## src/logic/usbft_pkg.sv

```systemverilog
// usbft_pkg: constants and types of the frame timing counters
// assumes a 20 MHz clock and a 12 Mbit/s full-speed bit time
package usbft_pkg;
  localparam int CLK_HZ = 20_000_000;
  localparam int BIT_HZ = 12_000_000;
  localparam int PERIOD_W = 14;
  localparam int COUNT_W = 16;
  localparam int ADDR_W = 8;
  localparam int TOGGLE_POS = 31;
  localparam int RUN_POS = 0;
  localparam int IDX_PERIOD = 8'h0D;
  localparam int IDX_REMAIN = 8'h0E;
  localparam int IDX_COUNT = 8'h0F;
  localparam int IDX_CONTROL = 8'h10;
  localparam logic [ADDR_W-1:0] ADDR_PERIOD = ADDR_W'(IDX_PERIOD * 4);
  localparam logic [ADDR_W-1:0] ADDR_REMAIN = ADDR_W'(IDX_REMAIN * 4);
  localparam logic [ADDR_W-1:0] ADDR_COUNT = ADDR_W'(IDX_COUNT * 4);
  localparam logic [ADDR_W-1:0] ADDR_CONTROL = ADDR_W'(IDX_CONTROL * 4);
  localparam logic [PERIOD_W-1:0] PERIOD_RST = 14'h2EDF;
  localparam logic [PERIOD_W-1:0] BITS_LEFT_RST = 14'h0000;
  localparam logic [COUNT_W-1:0] COUNT_RST = 16'h0000;
  localparam logic [31:0] DATA_RST = 32'h00000000;

  typedef enum logic [2:0] {
    APB_IDLE = 3'b001,
    APB_DONE = 3'b010,
    APB_SPARE = 3'b100
  } usbft_apb_t;
endpackage

```

## src/logic/usbft_tick_if.sv

```systemverilog
// usbft_tick_if: bit-time enable between divider and frame timer
// assumes both ends sit on the same clock
`timescale 1ns/1ps
`default_nettype none
interface usbft_tick_if;
  logic bitTick;
  modport source (output bitTick);
  modport sink (input bitTick);
endinterface
`default_nettype wire

```

## src/logic/usbft_bit_tick.sv

```systemverilog
// usbft_bit_tick: fractional divider giving one-cycle bit-time enables
// assumes clkHz above bitHz; average rate equals bitHz exactly
`timescale 1ns/1ps
`default_nettype none
module usbft_bit_tick #(
  parameter int clkHz = usbft_pkg::CLK_HZ,
  parameter int bitHz = usbft_pkg::BIT_HZ
) (
  // clock and reset
  input wire logic clock,
  input wire logic reset,
  // bit-time enable
  usbft_tick_if.source tick
);
  import usbft_pkg::*;
  localparam int ACC_W = 26;
  localparam logic [ACC_W-1:0] STEP = ACC_W'(bitHz);
  localparam logic [ACC_W-1:0] WRAP = ACC_W'(clkHz);

  typedef struct packed {
    logic [ACC_W-1:0] acc;
    logic tick;
  } usbft_div_t;

  usbft_div_t s_q;
  usbft_div_t s_d;
  logic [ACC_W-1:0] sum;

  always_comb begin
    s_d = s_q;
    sum = s_q.acc + STEP;
    if (sum >= WRAP) begin
      s_d.acc = sum - WRAP;
      s_d.tick = 1'b1;
    end else begin
      s_d.acc = sum;
      s_d.tick = 1'b0;
    end
  end

  always_ff @(posedge clock) begin
    if (reset) begin
      s_q <= '0;
    end else begin
      s_q <= s_d;
    end
  end

  assign tick.bitTick = s_q.tick;
endmodule
`default_nettype wire

```

## src/logic/usbft_frame_timer.sv

```systemverilog
// usbft_frame_timer: frame remaining and frame count registers on APB
// assumes a 32-bit APB master on the same clock; one wait state per access
`timescale 1ns/1ps
`default_nettype none
module usbft_frame_timer (
  // clock and reset
  input wire logic clock,
  input wire logic reset,
  // apb slave
  input wire logic psel,
  input wire logic penable,
  input wire logic pwrite,
  input wire logic [usbft_pkg::ADDR_W-1:0] paddr,
  input wire logic [31:0] pwdata,
  output logic [31:0] prdata,
  output logic pready,
  output logic pslverr,
  // status
  output logic busRunning,
  output logic frameStart
);
  import usbft_pkg::*;

  typedef struct packed {
    usbft_apb_t apb;
    logic [31:0] prdata;
    logic pready;
    logic pslverr;
    logic [PERIOD_W-1:0] framePeriodBits;
    logic intervalToggle;
    logic running;
    logic [PERIOD_W-1:0] bitsLeftInFrame;
    logic remainingToggle;
    logic [COUNT_W-1:0] frameCountValue;
    logic frameStart;
  } usbft_state_t;

  usbft_state_t s_q;
  usbft_state_t s_d;
  usbft_tick_if tickBus ();
  logic bitTick;
  logic writeNow;
  logic enterRun;
  logic mapped;
  logic readOnly;
  logic [31:0] readWord;

  usbft_bit_tick #(
    .clkHz(CLK_HZ),
    .bitHz(BIT_HZ)
  ) divider (
    .clock(clock),
    .reset(reset),
    .tick(tickBus.source)
  );

  assign bitTick = tickBus.bitTick;
  assign writeNow = psel && penable && pwrite && s_q.pready && !s_q.pslverr;
  assign enterRun = writeNow && (paddr == ADDR_CONTROL) && pwdata[RUN_POS] && !s_q.running;
  assign mapped = (paddr == ADDR_PERIOD) || (paddr == ADDR_REMAIN) ||
                  (paddr == ADDR_COUNT) || (paddr == ADDR_CONTROL);
  assign readOnly = (paddr == ADDR_REMAIN) || (paddr == ADDR_COUNT);

  // read mux, reserved bits zero
  always_comb begin
    readWord = DATA_RST;
    case (paddr)
      ADDR_PERIOD: begin
        readWord[TOGGLE_POS] = s_q.intervalToggle;
        readWord[PERIOD_W-1:0] = s_q.framePeriodBits;
      end
      ADDR_REMAIN: begin
        readWord[TOGGLE_POS] = s_q.remainingToggle;
        readWord[PERIOD_W-1:0] = s_q.bitsLeftInFrame;
      end
      ADDR_COUNT: begin
        readWord[COUNT_W-1:0] = s_q.frameCountValue;
      end
      ADDR_CONTROL: begin
        readWord[RUN_POS] = s_q.running;
      end
      default: begin
        readWord = DATA_RST;
      end
    endcase
  end

  always_comb begin
    s_d = s_q;
    s_d.frameStart = 1'b0;
    // apb phases: answer on second access cycle
    case (s_q.apb)
      APB_IDLE: begin
        if (psel && penable) begin
          s_d.apb = APB_DONE;
          s_d.pready = 1'b1;
          s_d.pslverr = !mapped || (pwrite && readOnly);
          s_d.prdata = pwrite ? DATA_RST : readWord;
        end
      end
      APB_DONE: begin
        s_d.apb = APB_IDLE;
        s_d.pready = 1'b0;
        s_d.pslverr = 1'b0;
      end
      default: begin
        s_d.apb = APB_IDLE;
        s_d.pready = 1'b0;
        s_d.pslverr = 1'b0;
      end
    endcase
    if (writeNow && paddr == ADDR_PERIOD) begin
      s_d.framePeriodBits = pwdata[PERIOD_W-1:0];
      s_d.intervalToggle = pwdata[TOGGLE_POS];
    end
    if (writeNow && paddr == ADDR_CONTROL) begin
      s_d.running = pwdata[RUN_POS];
    end
    if (enterRun) begin
      s_d.bitsLeftInFrame = s_q.framePeriodBits;
    end else if (s_q.running && bitTick) begin
      if (s_q.bitsLeftInFrame == BITS_LEFT_RST) begin
        s_d.bitsLeftInFrame = s_q.framePeriodBits;
        s_d.remainingToggle = s_q.intervalToggle;
        s_d.frameCountValue = s_q.frameCountValue + 16'h0001;
        s_d.frameStart = 1'b1;
      end else begin
        s_d.bitsLeftInFrame = s_q.bitsLeftInFrame - 14'h0001;
      end
    end
    // hold while not running, except on the write that enters running (no branch taken)
  end

  always_ff @(posedge clock) begin
    if (reset) begin
      s_q.apb <= APB_IDLE;
      s_q.prdata <= DATA_RST;
      s_q.pready <= 1'b0;
      s_q.pslverr <= 1'b0;
      s_q.framePeriodBits <= PERIOD_RST;
      s_q.intervalToggle <= 1'b0;
      s_q.running <= 1'b0;
      s_q.bitsLeftInFrame <= BITS_LEFT_RST;
      s_q.remainingToggle <= 1'b0;
      s_q.frameCountValue <= COUNT_RST;
      s_q.frameStart <= 1'b0;
    end else begin
      s_q <= s_d;
    end
  end

  assign prdata = s_q.prdata;
  assign pready = s_q.pready;
  assign pslverr = s_q.pslverr;
  assign busRunning = s_q.running;
  assign frameStart = s_q.frameStart;

  // zero reached on a bit time
  logic frameEnd;
  assign frameEnd = s_q.running && bitTick && !enterRun &&
                    s_q.bitsLeftInFrame == BITS_LEFT_RST;
endmodule
`default_nettype wire

```

## config.mk

```make
export PLATFORM = sky130hd
export DESIGN_NAME = usbft_frame_timer
export DESIGN_NICKNAME = d
export VERILOG_FILES = /design/src/logic/usbft_pkg.sv /design/src/logic/usbft_tick_if.sv /design/src/logic/usbft_bit_tick.sv /design/src/logic/usbft_frame_timer.sv
export SDC_FILE = /design/constraint.sdc
export NUM_CORES = 1
export LEC_CHECK = 0
export BUFFER_PORTS_ARGS = -buffer_cell sky130_fd_sc_hd__buf_2
export CORE_MARGIN = 1.5
export CORE_UTILIZATION = 30
export CTS_CLUSTER_DIAMETER = 30
export CTS_CLUSTER_SIZE = 40
export DETAILED_ROUTE_END_ITERATION = 8
export REMOVE_ABC_BUFFERS = 1
export SETUP_SLACK_MARGIN = 0.1
export SLEW_MARGIN = 10
export SYNTH_ARGS = -nofsm -noshare
export SYNTH_HDL_FRONTEND = slang
export SYNTH_SLANG_ARGS = --single-unit
```

## constraint.sdc

```tcl
create_clock -name clock -period 3.2 [get_ports clock]
set_input_delay 0.16 -clock clock [delete_from_list [all_inputs] [get_ports clock]]
set_output_delay 0.16 -clock clock [all_outputs]
set_load 0.05 [all_outputs]
```

==> results by group, run 1 <==
STA
  – F_max: 0.3405 GHz
  – Tcrit/Tclk final: 91.77%
  – Setup tns final: 0 ns
  – Pins over their slew limit: 0
  – Endpoints failing setup: 0
  – Worst Max-Slew Pin Slew: 1.027 ns
  – Skew final: 0.009288 ns
  – Setup ws final: 0.2634 ns
  – RSZ-0062 raised after global routing: false
  – Tmin final: 2.937 ns
  – Fin. Hold Viols: 0
  – Max-slew headroom: 31.45%

Detailed routing
  – Remaining DRCs: 0
  – Vias per cell: 5.037
  – Drt pass-1 iters: 4
  – Routed len/inst: 14.66 um
  – Iter 0 DRT Violations: 258
  – Drt total wl: 13.23 mm
  – Antenna-violating nets left: 0
  – Vias: 4543

Logic synthesis
  – Yosys warning total: 0
  – Asr flop ratio synth: 0%
  – Synth Area in Adders: 1.710%
  – Register bit total from synthesis: 87
  – Seq/Total Area, Yosys: 34.01%
  – Largest family of logic cells by synthesized area: simple AND/OR/NAND/NOR gates
  – Top post-synthesis cells by area: dfxtp_1 (34%), nor2_1 (7.0%), buf_4 (4.8%), a21oi_1 (4.8%), mux2i_1 (4.3%)
  – Cell accounting for the most synthesized area: dfxtp_1
  – Mux cell area share after synthesis: 8.918%
  – Yosys top cell area share: 34.01%
  – Synthesized area: 5121 um2
  – Post-synthesis xor/xnor area fraction: 4.960%
  – Syn Area/Cell: 8.090 um2
  – Post-synthesis compound-gate area fraction: 19.86%
  – Netlist cell types: 66
  – Top-count cell post-synth: nor2_1
  – Top cells by count, synth: nor2_1 (96), dfxtp_1 (87), nand2_1 (55), a21oi_1 (49), buf_4 (33)
  – Ys flop type: dfxtp_1
  – Post-synthesis simple-gate area fraction: 22.55%
  – Number of enable flip-flop cells after synthesis: 0
  – Synthesized netlist cell count: 633

Layout
  – # diodes: 0
  – Area Overhead vs Synth: 16.30%
  – Proportion of layout cells with a drive suffix above 1: 20.82%
  – Nets@finish: 729

Clock tree
  – Clock slew at reported path FFs: 0.07 ns
  – Sink Count: 87
  – TritonCTS Buffers: 9
  – Worst skew pair latency: 0.35 ns
  – Clock Tree Root: clkbuf_16
  – H-tree levels: 3
  – CTS max path bufs: 2
  – CTS tree: yes

Pwr
  – Worst vdd ir: 0.4429 mV
  – Pwr Density: 757.3 nW/um2
  – Lkg Pwr: 2.371 nW

Global route
  – Gr usage total: 14.61%
  – Total grt overflow: 0
  – Largest net degree at the start of global routing: 66
  – Initial antenna violation count: 0
  – Vias in the first global route: 4131
  – First-pass GRT wire length: 21.00 mm

Critical path
  – Max FO, Critical Path: 5
  – Critical Path Start Type: flop
  – Critical path required time: 3.43 ns
  – Crit path capture type: flop
  – Slowest stage delay, CP: 0.50 ns
  – Crit path DAT: 3.17 ns
  – Delay-heaviest family, CP: compound AO/OA/AOI/OAI gates
  – CP Cell Sequence: inv_1 > ha_1 > a2111oi_4 > buf_4 > nor2_4 > or4b_4 > o311ai_4 > o211ai_4 > o211a_4 > o221ai_1 > mux2_1
  – Setup Crit Path Kind: flop to flop
  – Crit-path slowest cell: or4b_4
  – Worst path buffer plus inverter count: 2

Floorplanning
  – Die area: 17860 um2
  – Die Y: 133.7 um
  – Die width: 133.7 um
  – Core footprint: 16640 um2
  – Starting Density: 30.77%
  – Row count: 47
  – Io pins: 81

Placement
  – Port buffer count: 48
  – Final GP Congestion: 0.8547
  – Pre-CTS setup slack: 0.1815 ns
  – Dpl hpwl: 9.568 mm

Min path
  – Worst hold path type: input port to flop

Flow run
  – Max Cap Violations: 0

Outcome
  – Outcome: finished clean
## power breakdown
group	switching [W]	internal, W	total [W]
sequential	0.000132	0.00119	0.00132
combinational	0.00111	0.000987	0.00210
clock	0.000456	0.000634	0.00109
## layout make-up
class	count	area, um2
clock buffer	11	242.7
clock inverter	5	63.81
fill	1760	10690
inverter	9	33.78
multi-input combinational	488	3090
sequential	87	1742
tap	220	275.3
timing repair buffer	82	508.0
## placed cells by master (no fill, tap or decap), drive strengths merged, types with 11 or more instances in the layout
| cell | n |
|---|---|
| a21oi | 53 |
| xor2 | 15 |
| buf | 82 |
| nand2 | 55 |
| nor2 | 97 |
| and2 | 11 |
| nand3 | 17 |
| o21ai | 33 |
| a22oi | 21 |
| nor3 | 19 |
| mux2i | 22 |
| conb | 15 |
| xnor2 | 14 |
| clkbuf | 11 |
| inv | 11 |
| dfxtp | 87 |
| mux2 | 20 |
## cell families (layout without fill, tap and decap cells)
kind of cell / count (synthesis) / count (layout)
xor gates and xnor gates: 29 / 29
other: 1 / 15
adders and majority gates: 7 / 7
buffers and inverters: 72 / 107
and+or+nand+nor: 246 / 246
DFF: 87 / 87
muxes: 42 / 42
AOI/OAI and AO/OA: 149 / 149
## worst register-to-register path, stage by stage, from the launching register on
cell and delay (ns):
dfxtp_1 0.36, inv_1 0.09, ha_1 0.25, a2111oi_4 0.28
buf_4 0.19, nor2_4 0.06, or4b_4 0.50, o311ai_4 0.12
o211ai_4 0.16, o211a_4 0.29, o221ai_1 0.19, mux2_1 0.34
## path summary, 6_finish.rpt
check	cells after the start	end	slack (ns)	start
max	11	divider.s_q[19]	0.26	divider.s_q[10]
min	3	s_q[47]	0.03	pwdata[13]
max reg2reg	11	divider.s_q[19]	0.26	divider.s_q[10]
min reg2reg	2	s_q[17]	0.47	s_q[17]
## what timing repair did
action,in CTS,in global routing
resized for setup,0,12
endpoints found under the setup margin,0,13
buffers inserted,0,2
endpoints found under the hold margin,0,0
hold buffers,0,0
## through the flow
step | area [um2] | instances | util [%] | hold WS, ns | total power, W
floorplan | 4802 | 584 | - | 0.2291 | 0.002649
global placement | 5570 | 884 | 33.47 | 0.3754 | 0.003288
detailed placement | 5570 | 884 | 33.47 | 0.3796 | 0.003301
CTS | 5877 | 900 | 35.31 | 0.01924 | 0.004407
global route | 5956 | 902 | 35.79 | 0.01773 | 0.004793
finish | 5956 | 902 | 35.79 | 0.02662 | 0.004510
## routing by layer
layer	up-vias	routed length (um)	global-route usage, %
met1	2149	6120	18.45
met2	81	6477	25.59
met4	0	174	3.563
met3	14	454	2.816
met5	-	0	0
li1	2299	-	-
## sequential cells by signal (all words and copies together), names as in the netlist
name / cells
divider.tick.bitTick: 1
prdata: 17
divider.s_q: 18
busRunning: 1
s_q: 47
frameStart: 1
pready: 1
pslverr: 1
No activity file was read; power rests on OpenSTA's default activity.
==> run 2, diff against run 1 <==
--- a/config.mk
+++ b/config.mk
@@ -11,7 +11,6 @@
 export CTS_CLUSTER_DIAMETER = 30
 export CTS_CLUSTER_SIZE = 40
 export DETAILED_ROUTE_END_ITERATION = 8
-export REMOVE_ABC_BUFFERS = 1
 export SETUP_SLACK_MARGIN = 0.1
 export SLEW_MARGIN = 10
 export SYNTH_ARGS = -nofsm -noshare
==> results by group, run 2 (same netlist as run 1, synthesis figures left out) <==
Pwr
  – Comb power frac: 46.0% (-0.5 points)
  – Clock network fraction of total power: 24.7% (+0.5 points)
  – Pwr Density: 755.8 nW/um2 (-0.19%)
  – Sequential power share: 29.3% (about the same)
  – Switching Fraction: 38.49% (+0.84 points)
  – Worst vdd ir: 0.5413 mV (+22%)
  – Int Power: 0.002752 W (-2.2%)
  – Lkg Pwr: 2.351 nW (-0.85%)
  – Psw: 0.001722 W (+1.4%)

STA
  – Worst Max-Slew Pin Slew: 0.8940 ns (-0.1332 ns)
  – Max-slew headroom: 40.34% (+8.9 points)
  – Pins over their slew limit: 0 (unchanged)
  – Skew final: 0.01387 ns (+0.004583 ns)
  – RSZ-0062 raised after global routing: false
  – Tcrit/Tclk final: 92.10% (+0.33 points)
  – Fin. Hold Viols: 0 (unchanged)
  – Endpoints failing setup: 0 (unchanged)
  – F_max: 0.3393 GHz (-0.36%)
  – Setup tns final: 0 ns (unchanged)
  – Setup ws final: 0.2526 ns (-0.01071 ns)
  – Tmin final: 2.947 ns (+0.01071 ns)

Outcome
  – Outcome: finished clean

Global route
  – Vias in the first global route: 4191 (+1.5%)
  – Initial antenna violation count: 0 (unchanged)
  – Gr usage total: 14.94% (+0.33 points)
  – Largest net degree at the start of global routing: 60 (-9.1%)
  – First-pass GRT wire length: 21.26 mm (+1.2%)
  – Total grt overflow: 0 (unchanged)

Layout
  – Commonest cells after routing, fill and taps aside: nor2_1 (96), dfxtp_1 (87), nand2_1 (54)
  – Fill cells: 1742 (-1.0%)
  – Most common cell after layout, fill and taps aside: nor2_1
  – Max FFs per register: 47 (unchanged)
  – Fin util: 35.56% (-0.23 points)
  – Nets@finish: 724 (-0.69%)
  – Area Overhead vs Synth: 15.56%
  – Largest registers: s_q (47), divider.s_q (18), prdata (17)
  – Top reg by flops: s_q
  – # diodes: 0 (unchanged)
  – Fin cells: 897 (-0.55%)
  – Proportion of layout cells with a drive suffix above 1: 20.38% (-0.44 points)

Floorplanning
  – Die width: 133.7 um (unchanged)
  – Starting Density: 30.77% (unchanged)
  – Row count: 47 (unchanged)
  – Io pins: 81 (unchanged)
  – Die Y: 133.7 um (unchanged)
  – Die area: 17860 um2 (unchanged)
  – Core footprint: 16640 um2 (unchanged)

Detailed routing
  – Antenna-violating nets left: 0 (unchanged)
  – Drt pass-1 iters: 4 (unchanged)
  – Iter 0 DRT Violations: 264 (+2.3%)
  – Vias: 4495 (-1.1%)
  – Remaining DRCs: 0 (unchanged)
  – Drt total wl: 13.14 mm (-0.67%)
  – Vias per cell: 5.011 (-0.51%)
  – Routed len/inst: 14.65 um (-0.12%)

Placement
  – Dpl hpwl: 9.439 mm (-1.4%)
  – Placed cell count: 878 (-0.68%)
  – Pre-CTS setup slack: 0.1192 ns (-0.06238 ns)
  – Port buffer count: 48 (unchanged)
  – Final GP Congestion: 0.8797 (+2.9%)

Clock tree
  – Clock slew at reported path FFs: 0.07 ns (about the same)
  – H-tree levels: 3 (unchanged)
  – Worst skew pair latency: 0.36 ns (about the same)
  – CTS max path bufs: 2 (unchanged)
  – TritonCTS Buffers: 9 (unchanged)
  – Sink Count: 87 (unchanged)
  – CTS tree: yes
  – Clock Tree Root: clkbuf_16

Critical path
  – CP Cell Sequence: inv_1 > ha_1 > nand2b_1 > nand2_2 > or4b_2 > o311ai_4 > o211ai_4 > o211a_1 > buf_4 > or3_1 > a21oi_1
  – Critical path required time: 3.48 ns (+0.05 ns)
  – Worst path buffer plus inverter count: 2 (unchanged)
  – Crit path capture type: flop
  – Crit path DAT: 3.23 ns (+0.06 ns)
  – Critical Path Start Type: flop
  – Max FO, Critical Path: 7 (+2)
  – Slowest stage delay, CP: 0.69 ns (+0.19 ns)
  – Delay-heaviest family, CP: simple AND/OR/NAND/NOR gates
  – Setup Crit Path Kind: flop to flop
  – Crit-path slowest cell: or4b_2

Min path
  – Worst hold path type: input port to flop

Flow run
  – Max Cap Violations: 0 (unchanged)
[run 2: cell type report]
class | count | area [um2] | share of cell area [%]
tap | 220 | 275.3 | 4.651
sequential | 87 | 1742 | 29.43
clock buffer | 10 | 229.0 | 3.869
multi-input combinational | 488 | 3093 | 52.26
clock inverter | 6 | 75.07 | 1.268
timing repair buffer | 77 | 470.5 | 7.949
inverter | 9 | 33.78 | 0.5708
[run 2: worst min-delay path: cells and delay by family]
family | cells | cell delay [ns]
buffers and inverters | 1 | 0.08
and+or+nand+nor | 1 | 0.06
muxes | 1 | 0.05
[run 2: power by group through the flow]
stage          clock, W  combinational (W)  sequential [W]
2_1_floorplan         0            0.00144         0.00130
3_3_place_gp          0            0.00192         0.00133
3_5_place_dp          0            0.00193         0.00133
4_1_cts         0.00113            0.00194         0.00131
5_1_grt         0.00117            0.00227         0.00132
6_report        0.00110            0.00206         0.00131
[run 2: worst paths after layout]
check | from | end | slack (ns) | depth (start not counted)
setup / recovery | divider.s_q[10] | divider.s_q[11] | 0.25 | 11
hold / removal | pwdata[7] | s_q[41] | 0.03 | 3
setup reg to reg | divider.s_q[10] | divider.s_q[11] | 0.25 | 11
hold reg to reg | s_q[17] | s_q[17] | 0.46 | 2
[run 2: repair_timing]
| item | in CTS | in global routing |
|---|---|---|
| setup buffers | 0 | 3 |
| endpoints found under the setup margin | 0 | 17 |
| hold buffers | 0 | 0 |
| gates resized for setup | 0 | 15 |
[run 2: layer usage]
metal  GRT usage (%)  wire length [um]
met3           2.664               473
met2           23.09              6085
met1           20.53              6384
met5               0                 0
met4           6.159               195
[run 2: stage by stage]
step | cell area (um2) | total power [W] | hold slack [ns]
final | 5918 | 0.004473 | 0.03393
after global placement | 5525 | 0.003251 | 0.3773
after detailed placement | 5525 | 0.003260 | 0.3859
after global routing | 5918 | 0.004773 | 0.04135
after CTS | 5829 | 0.004377 | 0.01935
after floorplan | 5174 | 0.002743 | 0.2886
